**src/verilog/ssf_defines.svh**
```systemverilog
// Purpose: Offsets, field positions, reset values and codes of the socket status and force registers.
// Assumes: APB with 32-bit data, one aligned word per register.
// Notes:   Definitions only.
`ifndef SSF_DEFINES_SVH
`define SSF_DEFINES_SVH

`define SSF_OFF_EVENT       12'h000
`define SSF_OFF_PRESENT     12'h008
`define SSF_OFF_FORCE       12'h00c
`define SSF_OFF_CONTROL     12'h010

`define SSF_BIT_STSCHG      0
`define SSF_BIT_DET1        1
`define SSF_BIT_DET2        2
`define SSF_BIT_POWER       3
`define SSF_BIT_NARROW      4
`define SSF_BIT_WIDE        5
`define SSF_BIT_UNKNOWN     7
`define SSF_BIT_LOSS        8
`define SSF_BIT_BADREQ      9
`define SSF_CARD_LO         10
`define SSF_CARD_HI         13
`define SSF_BIT_RESENSE     14
`define SSF_SOCK_LO         28
`define SSF_SOCK_HI         31

`define SSF_CTRL_VCC_LO     4
`define SSF_CTRL_VCC_HI     6

`define SSF_RST_CAPS        4'h0
`define SSF_RST_EVENT       4'h0
`define SSF_RST_VCC         3'h0
`define SSF_PIN_IDLE        5'h06

`endif

```
**src/verilog/ssf_pkg.sv**
```systemverilog
// Purpose: Types shared by the socket status and force register block.
// Assumes: Constants live in ssf_defines.svh.
// Notes:   Voltage order in every 4-bit set is {Y.Y, X.X, 3.3, 5.0}.
package ssf_pkg;

    typedef enum logic [2:0]
    {
        SSF_VCC_OFF = 3'b000,
        SSF_VCC_5V0 = 3'b010,
        SSF_VCC_3V3 = 3'b011,
        SSF_VCC_XV  = 3'b100,
        SSF_VCC_YV  = 3'b101
    } ssf_vcc_t;

    typedef struct packed
    {
        logic [1:0] sense;      // Voltage-sense pins, 2 then 1.
        logic [1:0] detect_n;   // Card-detect pins, 2 then 1, low when seated.
        logic       stschg;     // Status-change pin.
    } ssf_pins_t;

    typedef struct packed
    {
        logic       unknown;
        logic       wide;
        logic       narrow;
        logic [3:0] caps;
    } ssf_card_t;

endpackage : ssf_pkg

```
**src/verilog/ssf_sync.sv**
```systemverilog
// Purpose: Two-flop synchroniser for a group of pin levels.
// Assumes: Inputs are levels from outside the clock domain.
// Notes:   The first stage feeds only the second stage.
`timescale 1ns/1ps
module ssf_sync #(
    parameter int W = 1
) (
    input  wire logic         clk_i,     // Adapter clock.
    input  wire logic         sys_rst_i, // Synchronous reset, active high.
    input  wire logic [W-1:0] async_i,   // Raw pin levels.
    output logic      [W-1:0] sync_o     // Synchronised levels.
);
    genvar g;
    generate
        for (g = 0; g < W; g++)
        begin : g_bit
            logic meta_q;
            logic stab_q;
            always_ff @(posedge clk_i)
            begin
                if (sys_rst_i)
                begin
                    meta_q <= 1'b0;
                    stab_q <= 1'b0;
                end
                else
                begin
                    meta_q <= async_i[g];
                    stab_q <= meta_q;
                end
            end
            assign sync_o[g] = stab_q;
        end
    endgenerate
endmodule : ssf_sync

```
**src/verilog/ssf_regs.sv**
```systemverilog
// Purpose: Socket present-state fields, force address, event flags and Vcc request check.
// Assumes: APB slave, 20 MHz clk_i, synchronous active-high reset, pins asynchronous.
// Notes:   Pins pass two flops before use; the bus answers with zero wait states.
//
// Design decisions made here: register access over APB and the placing of the registers.
`timescale 1ns/1ps
`include "ssf_defines.svh"
module ssf_regs (
    input  wire logic              clk_i,         // Adapter clock, 20 MHz.
    input  wire logic              sys_rst_i,     // Synchronous reset, active high.
    input  wire logic              psel,          // APB select.
    input  wire logic              penable,       // APB access phase.
    input  wire logic              pwrite,        // APB direction, 1 is write.
    input  wire logic [11:0]       paddr,         // APB byte address.
    input  wire logic [31:0]       pwdata,        // APB write data.
    output logic      [31:0]       prdata,        // APB read data.
    output logic                   pready,        // APB ready.
    output logic                   pslverr,       // APB error for unmapped address.
    input  wire ssf_pkg::ssf_pins_t pins_i,       // Socket pins, asynchronous.
    input  wire logic [3:0]        sock_caps_i,   // Supply capability straps, asynchronous.
    input  wire logic              xfer_busy_i,   // A card transfer is unfinished.
    input  wire logic              buf_pending_i, // Adapter buffers hold card data.
    output logic      [3:0]        vcc_en_o,      // One-hot Vcc select {Y,X,3.3,5.0}.
    output logic                   mode_wide_o,   // Socket set up for wide bus card.
    output logic                   mode_narrow_o  // Socket set up for 16-bit card.
);
    import ssf_pkg::*;

    // Own capability table, indexed by {sense2, sense1} for a seated card.
    function automatic ssf_card_t sense_decode(input logic [1:0] sense, input logic [1:0] det_n);
        ssf_card_t c;
        c = '{unknown: 1'b1, wide: 1'b0, narrow: 1'b0, caps: 4'h0};
        if (det_n == 2'b00)
        begin
            unique case (sense)
                2'b11: c = '{unknown: 1'b0, wide: 1'b0, narrow: 1'b1, caps: 4'h1};
                2'b10: c = '{unknown: 1'b0, wide: 1'b0, narrow: 1'b1, caps: 4'h3};
                2'b01: c = '{unknown: 1'b0, wide: 1'b1, narrow: 1'b0, caps: 4'h2};
                2'b00: c = '{unknown: 1'b1, wide: 1'b0, narrow: 1'b0, caps: 4'h0};
            endcase
        end
        return c;
    endfunction : sense_decode

    function automatic logic [3:0] vcc_onehot(input logic [2:0] code);
        logic [3:0] v;
        v = 4'h0;
        unique case (code)
            SSF_VCC_5V0: v = 4'h1;
            SSF_VCC_3V3: v = 4'h2;
            SSF_VCC_XV:  v = 4'h4;
            SSF_VCC_YV:  v = 4'h8;
            default:     v = 4'h0;
        endcase
        return v;
    endfunction : vcc_onehot

    ssf_pins_t  pins_s;
    logic [3:0] sock_s;
    logic [4:0] pins_raw;
    logic [4:0] pins_syn;

    // The synchroniser resets to zero, so the detect pins pass it flipped to make zero their empty-socket level.
    // Otherwise a phantom insertion and detect events would follow every reset.
    assign pins_raw = pins_i ^ `SSF_PIN_IDLE;
    assign pins_s   = ssf_pins_t'(pins_syn ^ `SSF_PIN_IDLE);

    ssf_sync #(.W(9)) u_sync (
        .clk_i     (clk_i),
        .sys_rst_i (sys_rst_i),
        .async_i   ({sock_caps_i, pins_raw}),
        .sync_o    ({sock_s, pins_syn})
    );

    // State registers.
    logic [4:0]  prev_q;
    logic        power_q,   power_d;
    logic        narrow_q,  narrow_d;
    logic        wide_q,    wide_d;
    logic        unknown_q, unknown_d;
    logic        loss_q,    loss_d;
    logic        bad_q,     bad_d;
    logic [3:0]  caps_q,    caps_d;
    logic        block_q,   block_d;
    logic [3:0]  event_q,   event_d;
    logic [2:0]  vcc_req_q, vcc_req_d;
    logic [3:0]  vcc_en_q,  vcc_en_d;
    logic [31:0] rdata_q,   rdata_d;

    // Bus decode.
    logic setup_ph;
    logic access_ph;
    logic wr_acc;
    logic hit_event;
    logic hit_present;
    logic hit_force;
    logic hit_control;
    logic mapped;
    logic wr_event;
    logic wr_force;
    logic wr_control;

    assign setup_ph    = psel && !penable;
    assign access_ph   = psel && penable;
    assign wr_acc      = access_ph && pwrite;
    assign hit_event   = (paddr == `SSF_OFF_EVENT);
    assign hit_present = (paddr == `SSF_OFF_PRESENT);
    assign hit_force   = (paddr == `SSF_OFF_FORCE);
    assign hit_control = (paddr == `SSF_OFF_CONTROL);
    assign mapped      = hit_event || hit_present || hit_force || hit_control;
    assign wr_event    = wr_acc && hit_event;
    assign wr_force    = wr_acc && hit_force;
    assign wr_control  = wr_acc && hit_control;

    assign pready  = 1'b1;
    assign pslverr = access_ph && !mapped;
    assign prdata  = rdata_q;

    // Pin events.
    logic       seated;
    logic       was_seated;
    logic       insert_ev;
    logic       removal_ev;
    logic       stschg_rise;
    logic [1:0] det_change;
    ssf_card_t  sensed;

    assign seated      = (pins_s.detect_n == 2'b00);
    assign was_seated  = (prev_q[2:1] == 2'b00);
    assign insert_ev   = seated && !was_seated;
    assign removal_ev  = !seated && was_seated;
    assign stschg_rise = pins_s.stschg && !prev_q[0];
    assign det_change  = pins_s.detect_n ^ prev_q[2:1];
    assign sensed      = sense_decode(pins_s.sense, pins_s.detect_n);

    // Force word fields.
    logic        f_resense;
    logic        f_type_ok;
    logic [3:0]  f_caps;
    assign f_resense = wr_force && pwdata[`SSF_BIT_RESENSE];
    assign f_type_ok = wr_force && !seated;
    assign f_caps    = pwdata[`SSF_CARD_HI:`SSF_CARD_LO];

    // Vcc request check on a control write.
    logic [2:0] req_code;
    logic [3:0] req_hot;
    logic       req_off;
    logic       req_legal;
    assign req_code  = pwdata[`SSF_CTRL_VCC_HI:`SSF_CTRL_VCC_LO];
    assign req_hot   = vcc_onehot(req_code);
    assign req_off   = (req_code == SSF_VCC_OFF);
    assign req_legal = seated && !block_q
                       && ((req_hot & caps_q & sock_s) != 4'h0)
                       && !(wide_q && req_hot[0]);

    // Event flags: hardware sets always win over the write-one clear.
    logic [3:0] event_set;
    assign event_set[0] = stschg_rise || (wr_force && pwdata[`SSF_BIT_STSCHG]);
    assign event_set[1] = det_change[0] || (wr_force && pwdata[`SSF_BIT_DET1]);
    assign event_set[2] = det_change[1] || (wr_force && pwdata[`SSF_BIT_DET2]);
    assign event_set[3] = (wr_control && !req_off)
                          || (wr_force && pwdata[`SSF_BIT_POWER]);

    always_comb
    begin
        event_d = event_q;
        if (wr_event)
        begin
            event_d = event_q & ~pwdata[3:0];
        end
        event_d = event_d | event_set;
    end

    // Present-state fields: forced value first, real hardware after, so it wins.
    always_comb
    begin
        narrow_d  = narrow_q;
        wide_d    = wide_q;
        unknown_d = unknown_q;
        loss_d    = loss_q;
        bad_d     = bad_q;
        caps_d    = caps_q;
        block_d   = block_q;
        power_d   = power_q;
        vcc_req_d = vcc_req_q;
        vcc_en_d  = vcc_en_q;
        if (f_type_ok)
        begin
            narrow_d  = pwdata[`SSF_BIT_NARROW];
            wide_d    = pwdata[`SSF_BIT_WIDE];
            unknown_d = pwdata[`SSF_BIT_UNKNOWN];
        end
        if (wr_force)
        begin
            loss_d = pwdata[`SSF_BIT_LOSS];
            bad_d  = pwdata[`SSF_BIT_BADREQ];
            caps_d = f_caps;
            if (f_caps != 4'h0)
            begin
                block_d = 1'b1;
            end
        end
        // A resense in the same write overrides the forced capability.
        if (f_resense)
        begin
            caps_d  = sensed.caps;
            block_d = 1'b0;
        end
        if (wr_control)
        begin
            vcc_req_d = req_code;
            if (req_off)
            begin
                power_d  = 1'b0;
                vcc_en_d = 4'h0;
            end
            else if (req_legal)
            begin
                power_d  = 1'b1;
                vcc_en_d = req_hot;
            end
            else
            begin
                power_d  = 1'b0;
                vcc_en_d = 4'h0;
                bad_d    = 1'b1;
            end
        end
        if (insert_ev)
        begin
            narrow_d  = sensed.narrow;
            wide_d    = sensed.wide;
            unknown_d = sensed.unknown;
            caps_d    = sensed.caps;
            block_d   = 1'b0;
        end
        // Losing a card mid-transfer beats any forced clear of the flag.
        if (removal_ev)
        begin
            power_d  = 1'b0;
            vcc_en_d = 4'h0;
            if (xfer_busy_i || buf_pending_i)
            begin
                loss_d = 1'b1;
            end
        end
    end

    // Read data is captured in the setup cycle so prdata comes from a flop.
    logic [31:0] present_word;
    always_comb
    begin
        present_word                             = 32'h0000_0000;
        present_word[`SSF_BIT_STSCHG]            = pins_s.stschg;
        present_word[`SSF_BIT_DET2:`SSF_BIT_DET1] = pins_s.detect_n;
        present_word[`SSF_BIT_POWER]             = power_q;
        present_word[`SSF_BIT_NARROW]            = narrow_q;
        present_word[`SSF_BIT_WIDE]              = wide_q;
        present_word[`SSF_BIT_UNKNOWN]           = unknown_q;
        present_word[`SSF_BIT_LOSS]              = loss_q;
        present_word[`SSF_BIT_BADREQ]            = bad_q;
        present_word[`SSF_CARD_HI:`SSF_CARD_LO]  = caps_q;
        present_word[`SSF_SOCK_HI:`SSF_SOCK_LO]  = sock_s;
    end

    always_comb
    begin
        rdata_d = rdata_q;
        if (setup_ph)
        begin
            rdata_d = 32'h0000_0000;
            if (!pwrite && hit_event)
            begin
                rdata_d[3:0] = event_q;
            end
            else if (!pwrite && hit_present)
            begin
                rdata_d = present_word;
            end
            else if (!pwrite && hit_control)
            begin
                rdata_d[`SSF_CTRL_VCC_HI:`SSF_CTRL_VCC_LO] = vcc_req_q;
            end
        end
    end

    always_ff @(posedge clk_i)
    begin
        if (sys_rst_i)
        begin
            prev_q    <= `SSF_PIN_IDLE;
            power_q   <= 1'b0;
            narrow_q  <= 1'b0;
            wide_q    <= 1'b0;
            unknown_q <= 1'b0;
            loss_q    <= 1'b0;
            bad_q     <= 1'b0;
            caps_q    <= `SSF_RST_CAPS;
            block_q   <= 1'b0;
            event_q   <= `SSF_RST_EVENT;
            vcc_req_q <= `SSF_RST_VCC;
            vcc_en_q  <= 4'h0;
            rdata_q   <= 32'h0000_0000;
        end
        else
        begin
            prev_q    <= pins_s;
            power_q   <= power_d;
            narrow_q  <= narrow_d;
            wide_q    <= wide_d;
            unknown_q <= unknown_d;
            loss_q    <= loss_d;
            bad_q     <= bad_d;
            caps_q    <= caps_d;
            block_q   <= block_d;
            event_q   <= event_d;
            vcc_req_q <= vcc_req_d;
            vcc_en_q  <= vcc_en_d;
            rdata_q   <= rdata_d;
        end
    end

    assign vcc_en_o      = vcc_en_q;
    assign mode_wide_o   = wide_q;
    assign mode_narrow_o = narrow_q;

endmodule : ssf_regs

```
**config.mk**
```make
export PLATFORM = sky130hd
export DESIGN_NAME = ssf_regs
export DESIGN_NICKNAME = d
export VERILOG_FILES = /design/src/verilog/ssf_pkg.sv /design/src/verilog/ssf_sync.sv /design/src/verilog/ssf_regs.sv
export VERILOG_INCLUDE_DIRS = /design/src /design/src/verilog
export SDC_FILE = /design/constraint.sdc
export NUM_CORES = 1
export LEC_CHECK = 0
export ABC_AREA = 1
export BUFFER_PORTS_ARGS = -buffer_cell sky130_fd_sc_hd__buf_2
export CORE_MARGIN = 3
export CORE_UTILIZATION = 50
export CTS_BUF_LIST = sky130_fd_sc_hd__clkbuf_16
export DETAILED_ROUTE_END_ITERATION = 16
export GPL_ROUTABILITY_DRIVEN = 0
export HOLD_SLACK_MARGIN = 0.05
export PLACE_DENSITY = 0.79
export SETUP_SLACK_MARGIN = 0.1
export SLEW_MARGIN = 15
export SYNTH_ARGS = -nofsm -noshare
export SYNTH_HDL_FRONTEND = slang
export SYNTH_SLANG_ARGS = --single-unit
```
**constraint.sdc**
```tcl
create_clock -name clk_i -period 1.5 [get_ports clk_i]
set_input_delay 0.225 -clock clk_i [delete_from_list [all_inputs] [get_ports clk_i]]
set_output_delay 0.225 -clock clk_i [all_outputs]
set_load 0.1 [all_outputs]
```
==> qor.txt, run 1 <==
Crit Path Max Fanout: 2
CP startpoint kind: primary input
IO Pins: 100
Mapped Area: 0.00286 mm^2
Drt via density: 4.92
Layout cells sized above 1: 0.255
Multi-input logic area: 0.00132 mm^2
Port buffer count: 67
Crit Path Class: in -> out
Worst-case vdd ir drop: 0.981 mV
Post-synth top cells: nand2_1, nor2_1, dfxtp_1
Critical Path Sink Type: output pin
Detailed Routing Iterations Pass 1: 4
Filler cells: 451
DRC viols: 0
Via count: 2734
Final Hold Slack: 0.104 ns
Final period utilization: 0.915
CP max stage cell: buf_12
Ys Warns: 0
Worst Path Arrival: 1.15 ns
Tot GR Track Use: 0.214
Yosys reg bits: 61
Cell Count, Final, Fillers Out: 556
Top-area cell type share of the netlist area: 0.428
Die X: 81.6 um
Post-synth top flop: dfxtp_1
Largest net degree at the start of global routing: 47
Post-Place Setup Slack: 0.0141 ns
CTS tree: built
Dpl cell area: 0.00326 mm^2
Syn_area_per_cell: 7.14 um^2
Number of global-route vias before repair: 2484
Unrepaired setup endpoints after global routing: yes
Max clock buf depth: 2
Int Power: 2.87 mW
Fin. Hold Viols: 0
Max Fclk: 0.728 GHz
Switch share: 0.272
H-Tree Depth: 3
Pleak: 1.80 nW
Num CTS Buffers: 9
Final setup fails: 0
Setup Total Neg Slack: 0 ns
Core ar.: 0.00530 mm^2
FP Rows: 26
Critical path's top delay family: simple AND/OR/NAND/NOR gates
Ranking of synthesized cells by area: dfxtp_1, nand2_1, nor2_1
Worst Path Buf+Inv: 2
Mapped Cells: 400
Reg area: 0.00122 mm^2
Top-count cell post-synth: nand2_1
Async set-reset flop share out of synthesis: 0
Outcome: complete, no violations
Wirelength, routed: 6910 um
Clock tree sinks: 61
Root Driver: clkbuf_16
Top cell type by total area after synthesis: dfxtp_1
Crit path required time: 1.27 ns
Die ar.: 0.00666 mm^2
Post-synth EDFFs: 0
HPWL Detailed: 4870 um
Seq/Total Area, Yosys: 0.428
Fraction of power consumed by sequential logic: 0.427
Worst hold path type: in -> reg
Initial Util: 0.539
Worst Setup Slack, final: 0.127 ns
Distinct cells, synth: 34
DR WL/cell: 12.4 um
Max-cap violations: 0
Pwr Density: 1080 mW/mm^2
Number of diodes: 0
Worst Clk Skew: 0.00632 ns
First-pass GRT wire length: 10600 um
Combinational fraction of design power: 0.125
Initial antenna violation count: 0
Final worst path period need: 1.37 ns
Clock transition at path regs: 0.05 ns
Area grow syn2layout: 27.7%
Crit path cell chain: buf_2 -> nor2_2 -> nand2_2 -> nor2_2 -> nand2_2 -> nand4_1 -> nor2_4 -> buf_12
Reg2Reg Setup Slack: 0.20 ns
Psw: 1.07 mW
Antenna Violating Nets Remaining: 0
Clk pwr share: 0.448
Nets@finish: 545
Fin area: 0.00365 mm^2
Slew Viols, Final: 0
Global route overflow: 0
Cells after DPL: 532
Worst stage delay on the critical path: 0.17 ns
Clock Latency Late Sink: 0.32 ns
Die H: 81.6 um
Drt initial violations: 148
## tightest hold or removal path, cell delays in order
cell and delay (ns):
buf_2 0.07, inv_1 0.03, nor2_1 0.06
## timing repair
| item | 4_1_cts | 5_1_grt |
|---|---|---|
| setup endpoints to repair | 1 | 7 |
| gates resized for setup | 4 | 13 |
| cloned | 0 | 0 |
| hold buffers | 2 | 0 |
| buffers inserted | 5 | 1 |
| pin swaps | 5 | 10 |
| hold endpoints to repair | 2 | 0 |
## registers in the layout (all words and copies together) (netlist names), 3 cells and up
signal and count:
vcc_en_o 4, caps_q 4, u_sync.g_bit.meta_q 9, prdata 18, prev_q 3, vcc_req_q 3, event_q 4, u_sync.g_bit.stab_q 9
## logic make-up (layout without fill, tap and decap cells)
group	Yosys count	after routing	share of synthesized area
flops	61	61	0.428
simple gates	192	192	0.307
xor+xnor	2	2	0.00613
compound gates	52	52	0.0977
other cells	2	15	0.00263
fa+ha+maj	4	4	0.0175
buf+inv	87	160	0.142
## cell usage in the layout (no fill, tap or decap)
| cell | instances |
|---|---|
| a21oi_1 | 29 |
| and2b_2 | 1 |
| buf_12 | 3 |
| buf_2 | 62 |
| buf_4 | 12 |
| buf_6 | 4 |
| clkbuf_16 | 9 |
| clkinv_2 | 5 |
| clkinvlp_4 | 1 |
| conb_1 | 15 |
| dfxtp_1 | 58 |
| dfxtp_2 | 3 |
| dlygate4sd3_1 | 2 |
| ha_1 | 4 |
| inv_1 | 59 |
| inv_2 | 3 |
| nand2_1 | 68 |
| nand2_2 | 6 |
| nand2_4 | 1 |
| nand3_1 | 32 |
| nand3_4 | 2 |
| nand3b_1 | 3 |
| nand4_1 | 7 |
| nor2_1 | 59 |
| nor2_2 | 5 |
| nor2_4 | 3 |
| nor2_8 | 1 |
| nor3_1 | 2 |
| nor3b_2 | 1 |
| nor4_1 | 1 |
| o21a_1 | 1 |
| o21ai_0 | 18 |
| o21ai_1 | 1 |
| o21ai_4 | 2 |
| o22ai_1 | 1 |
| xor2_1 | 2 |
## path summary, 6_finish.rpt
check,start,endpoint,cells after the start
worst max-delay path,paddr[4],pslverr,8
worst min-delay path,sock_caps_i[2],u_sync.g_bit[7].meta_q,3
worst max register to register,u_sync.g_bit[2].stab_q,mode_wide_o,8
worst min register to register,u_sync.g_bit[1].meta_q,u_sync.g_bit[1].stab_q,2
## stage by stage
stage / power (mW) / util
after detailed placement: 2.18 / 0.615
after CTS: 3.95 / 0.677
after global routing: 4.08 / 0.688
after floorplan: 2.09 / -
after global placement: 2.17 / 0.615
final: 3.94 / 0.688
## cell type report
class,instances,area share
multi-input cells,265,0.362
flip-flops and latches,61,0.336
clock buffers,9,0.0617
inverters,61,0.0631
well taps,70,0.0240
repair buffers,83,0.144
clock inverters,7,0.00960
## per-layer routing
| layer | routed length (um) | up-vias | part of all wire | track usage |
|---|---|---|---|---|
| met3 | 439 | 25 | 0.064 | 0.0548 |
| met1 | 2830 | 1218 | 0.41 | 0.249 |
| met5 | 0 | - | 0 | 0 |
| li1 | - | 1385 | - | - |
| met2 | 3380 | 106 | 0.49 | 0.354 |
| met4 | 260 | 0 | 0.038 | 0.126 |
## power groups by stage
stage	clock [mW]	combinational (mW)	sequential (mW)
6_report	1.77	0.493	1.68
5_1_grt	1.87	0.527	1.68
3_3_place_gp	0	0.461	1.71
2_1_floorplan	0	0.335	1.76
4_1_cts	1.80	0.479	1.68
3_5_place_dp	0	0.467	1.71
Note: power is estimated with default switching activity, not from simulation.
==> inputs of run 2 (changes only) <==
--- a/config.mk
+++ b/config.mk
@@ -9,12 +9,12 @@
 export ABC_AREA = 1
 export BUFFER_PORTS_ARGS = -buffer_cell sky130_fd_sc_hd__buf_2
 export CORE_MARGIN = 3
-export CORE_UTILIZATION = 50
-export CTS_BUF_LIST = sky130_fd_sc_hd__clkbuf_16
+export CORE_UTILIZATION = 52
+export CTS_BUF_LIST = sky130_fd_sc_hd__clkbuf_8
 export DETAILED_ROUTE_END_ITERATION = 16
 export GPL_ROUTABILITY_DRIVEN = 0
 export HOLD_SLACK_MARGIN = 0.05
-export PLACE_DENSITY = 0.79
+export PLACE_DENSITY = 0.82
 export SETUP_SLACK_MARGIN = 0.1
 export SLEW_MARGIN = 15
 export SYNTH_ARGS = -nofsm -noshare
==> qor.txt, run 2 (synthesis gave the netlist of run 1 again) <==
Worst Path Arrival: 1.17 ns
Clk pwr share: 0.447
Switch share: 0.267
Pwr Density: 1090 mW/mm^2
Crit Path Class: in -> out
Port buffer count: 67
Fin. Hold Viols: 0
Fin area: 0.00357 mm^2
Reg2reg end: mode_narrow_o
Reg-to-Reg Start: u_sync.g_bit[2].stab_q
Filler cells: 460
Die H: 80.1 um
Number of diodes: 0
Hold path cells: 3
Worst path depth: 8
Most common cell after layout, fill and taps aside: nand2_1
Int Power: 2.86 mW
Max clock buf depth: 2
Crit path cell chain: buf_2 -> nor2_4 -> nand3b_1 -> nor2_2 -> nand2_1 -> nand4_1 -> nor2_4 -> buf_12
Nets@finish: 545
Worst Setup Slack, final: 0.104 ns
DR WL/cell: 12.0 um
Crit path required time: 1.27 ns
Initial antenna violation count: 0
Core ar.: 0.00520 mm^2
Fraction of power consumed by sequential logic: 0.429
Num CTS Buffers: 9
Post-Place Setup Slack: 0.000629 ns
Layout cells sized above 1: 0.253
Number of global-route vias before repair: 2455
CP startpoint kind: primary input
Max-cap violations: 0
Largest net degree at the start of global routing: 25
Pleak: 1.77 nW
Final worst path period need: 1.40 ns
Initial Util: 0.549
Clock transition at path regs: 0.07 ns
DRC viols: 0
Final period utilization: 0.931
Unrepaired setup endpoints after global routing: yes
Die X: 80.1 um
Root Driver: clkbuf_8
Critical path's top delay family: simple AND/OR/NAND/NOR gates
Worst stage delay on the critical path: 0.17 ns
Cells after DPL: 533
Wirelength, routed: 6670 um
Combinational fraction of design power: 0.124
Slew Viols, Final: 0
Critical path startpoint: paddr[1]
Crit Path Max Fanout: 3
Worst Clk Skew: 0.0103 ns
Commonest non-fill, non-tap cells in the layout: nand2_1, buf_2, nor2_1
H-Tree Depth: 3
Max Fclk: 0.716 GHz
Area grow syn2layout: 25.1%
Clock tree sinks: 61
Worst Setup EP: pslverr
Antenna Violating Nets Remaining: 0
Final setup fails: 0
HPWL Detailed: 4920 um
Drt initial violations: 190
Drt via density: 4.91
Worst Path Buf+Inv: 2
Crit path top cell by count: nor2_4
Cell Count, Final, Fillers Out: 556
CP max stage cell: buf_12
Critical Path Sink Type: output pin
Detailed Routing Iterations Pass 1: 4
Worst-case vdd ir drop: 0.872 mV
Clock Latency Late Sink: 0.35 ns
FP Rows: 26
Setup Total Neg Slack: 0 ns
Worst reg2reg path depth: 8
Global route overflow: 0
Reg2Reg Setup Slack: 0.20 ns
IO Pins: 100
CTS tree: built
Outcome: complete, no violations
Tot GR Track Use: 0.217
Die ar.: 0.00642 mm^2
Max reg flops: 18
Dpl cell area: 0.00325 mm^2
Psw: 1.04 mW
First-pass GRT wire length: 10600 um
Worst hold path type: in -> reg
Via count: 2729
-- run 2: final cells by class --
cell class              instances  area (um^2)  share of cell area
flip-flops and latches         61         1220               0.343
clock inverters                 7          115              0.0322
inverters                      61          230              0.0644
well taps                      70         87.6              0.0245
clock buffers                   9          124              0.0347
repair buffers                 83          480               0.134
multi-input cells             265         1310               0.367
-- run 2: worst min path at each step --
stage / slack, ns / end / start
5_1_grt: 0.07 / u_sync.g_bit[6].meta_q / sock_caps_i[1]
2_1_floorplan: 0.29 / u_sync.g_bit[2].meta_q / pins_i[2]
3_3_place_gp: 0.38 / u_sync.g_bit[2].meta_q / pins_i[2]
4_1_cts: 0.07 / u_sync.g_bit[6].meta_q / sock_caps_i[1]
6_report: 0.07 / u_sync.g_bit[6].meta_q / sock_caps_i[1]
3_5_place_dp: 0.38 / u_sync.g_bit[2].meta_q / pins_i[2]
-- run 2: power by group through the flow --
| stage | Combinational [mW] | Sequential, mW | Clock (mW) |
|---|---|---|---|
| after global placement | 0.459 | 1.71 | 0 |
| final | 0.483 | 1.68 | 1.75 |
| after floorplan | 0.335 | 1.76 | 0 |
| after detailed placement | 0.466 | 1.71 | 0 |
| after CTS | 0.475 | 1.68 | 1.76 |
| after global routing | 0.517 | 1.68 | 1.85 |
-- run 2: worst min-delay path: stages --
cell and delay [ns]:
buf_2 0.07, inv_1 0.03, nor2_1 0.06
-- run 2: what timing repair did --
action                     CTS  global route
setup endpoints to repair    4             9
gates cloned                 0             0
buffers inserted             2             3
gates resized for setup      3            10
hold buffers                 2             0
pin swaps                    3             5
hold endpoints to repair     2             0
-- run 2: routing by layer --
layer	part of all wire	GRT usage	wire length, um
met3	0.071	0.0493	475
met4	0.041	0.128	276
met2	0.48	0.368	3220
met1	0.40	0.248	2690
met5	0	0	0
-- run 2: per-stage QoR --
step	utilization	hold slack [ns]	power, mW
2_1_floorplan	-	0.292	2.09
3_3_place_gp	0.624	0.376	2.17
3_5_place_dp	0.624	0.379	2.18
4_1_cts	0.679	0.0681	3.91
5_1_grt	0.687	0.0659	4.05
6_report	0.687	0.0702	3.91
==> inputs of run 3 (changes only) <==
==> constraint.sdc (replaced) <==
create_clock -name clk_i -period 1.5 [get_ports clk_i]
set_input_delay 0.3 -clock clk_i [delete_from_list [all_inputs] [get_ports clk_i]]
set_output_delay 0.3 -clock clk_i [all_outputs]
set_load 0.1 [all_outputs]
==> qor.txt, run 3 (synthesis gave the netlist of run 1 again) <==
Outcome: complete, but fails checks
Failing checks: negative setup slack
H-Tree Depth: 3
Unrepaired setup endpoints after global routing: yes
Crit path cell chain: buf_2 -> nor2_1 -> nand2_2 -> nor2_4 -> nand2_1 -> nand4_1 -> nor2_4 -> buf_12
Clock Latency Late Sink: 0.34 ns
Worst Setup Slack, final: -0.0527 ns
Number of diodes: 0
Max reg flops: 18
Critical Path Sink Type: output pin
CP max stage cell: buf_12
Die ar.: 0.00642 mm^2
CTS tree: built
Crit path required time: 1.20 ns
Pleak: 1.84 nW
Max clock buf depth: 2
Largest net degree at the start of global routing: 47
First-pass GRT wire length: 11700 um
Crit Path Max Fanout: 4
Most common cell after layout, fill and taps aside: nand2_1
Worst Path Arrival: 1.25 ns
Slew Viols, Final: 0
Int Power: 2.76 mW
Final setup fails: 1
Detailed Routing Iterations Pass 1: 4
Worst-case vdd ir drop: 0.894 mV
Num CTS Buffers: 9
Core ar.: 0.00520 mm^2
Final worst path period need: 1.55 ns
Final Hold Slack: 0.106 ns
Max Fclk: 0.644 GHz
Commonest non-fill, non-tap cells in the layout: nand2_1, nor2_1, dfxtp_1
Crit path top cell by count: nor2_4
Cell Count, Final, Fillers Out: 571
Number of global-route vias before repair: 2732
Critical path's top delay family: simple AND/OR/NAND/NOR gates
Die X: 80.1 um
Final Total Pwr: 3.82 mW
Port buffer count: 67
DRC viols: 0
Drt via density: 5.12
Clock tree sinks: 61
Worst hold path type: in -> reg
Fin util: 0.739
Post-Place Setup Slack: -0.0640 ns
Pwr Density: 993 mW/mm^2
Combinational fraction of design power: 0.135
Worst Clk Skew: 0.00864 ns
Cells after DPL: 543
HPWL Detailed: 5020 um
Fin. Hold Viols: 0
Antenna Violating Nets Remaining: 0
Fin area: 0.00385 mm^2
Die H: 80.1 um
Root Driver: clkbuf_8
Global route overflow: 0
Wirelength, routed: 7720 um
Crit Path Class: in -> out
Worst Path Buf+Inv: 2
Worst stage delay on the critical path: 0.17 ns
Psw: 1.06 mW
Drt initial violations: 190
Clk pwr share: 0.426
Tot GR Track Use: 0.239
Nets@finish: 560
Initial antenna violation count: 0
Setup Total Neg Slack: -0.0527 ns
Switch share: 0.277
Area grow syn2layout: 34.6%
Dpl cell area: 0.00334 mm^2
FP Rows: 26
Max-cap violations: 0
Layout cells sized above 1: 0.301
IO Pins: 100
DR WL/cell: 13.5 um
Via count: 2926
Fraction of power consumed by sequential logic: 0.440
CP startpoint kind: primary input
Final period utilization: 1.04
Clock transition at path regs: 0.06 ns
Initial Util: 0.549
-- run 3: repair_timing --
item / CTS / global route
gates resized for setup: 33 / 26
cloned: 0 / 2
setup buffers: 10 / 4
hold buffers: 0 / 0
pin swaps: 10 / 15
setup endpoints to repair: 22 / 31
-- run 3: layout make-up --
| cell class | instances | area (um^2) |
|---|---|---|
| Multi-Input combinational cell | 266 | 1390 |
| Fill cell | 377 | 1360 |
| Sequential cell | 61 | 1220 |
| Timing Repair Buffer | 97 | 687 |
| Inverter | 61 | 233 |
| Clock buffer | 10 | 138 |
| Tap cell | 70 | 87.6 |
| Clock inverter | 6 | 86.3 |
-- run 3: power by group through the flow --
stage	combinational, mW	sequential [mW]	clock [mW]
floorplan	0.336	1.76	0
global placement	0.472	1.71	0
detailed placement	0.480	1.71	0
CTS	0.497	1.68	1.63
global route	0.547	1.68	1.72
finish	0.515	1.68	1.63
-- run 3: final timing paths --
check	endpoint	start	cells after the start	slack, ns
worst max-delay path	pslverr	paddr[9]	8	-0.05
worst min-delay path	u_sync.g_bit[2].meta_q	pins_i[2]	2	0.11
worst max register to register	caps_q[0]	u_sync.g_bit[2].stab_q	7	0.20
worst min register to register	u_sync.g_bit[8].stab_q	u_sync.g_bit[8].meta_q	2	0.40
-- run 3: layer usage --
| metal | wire, um | up-vias | GRT usage |
|---|---|---|---|
| met2 | 3850 | 148 | 0.416 |
| met5 | 0 | - | 0 |
| met3 | 621 | 33 | 0.0561 |
| li1 | - | 1411 | - |
| met1 | 2930 | 1334 | 0.256 |
| met4 | 317 | 0 | 0.154 |
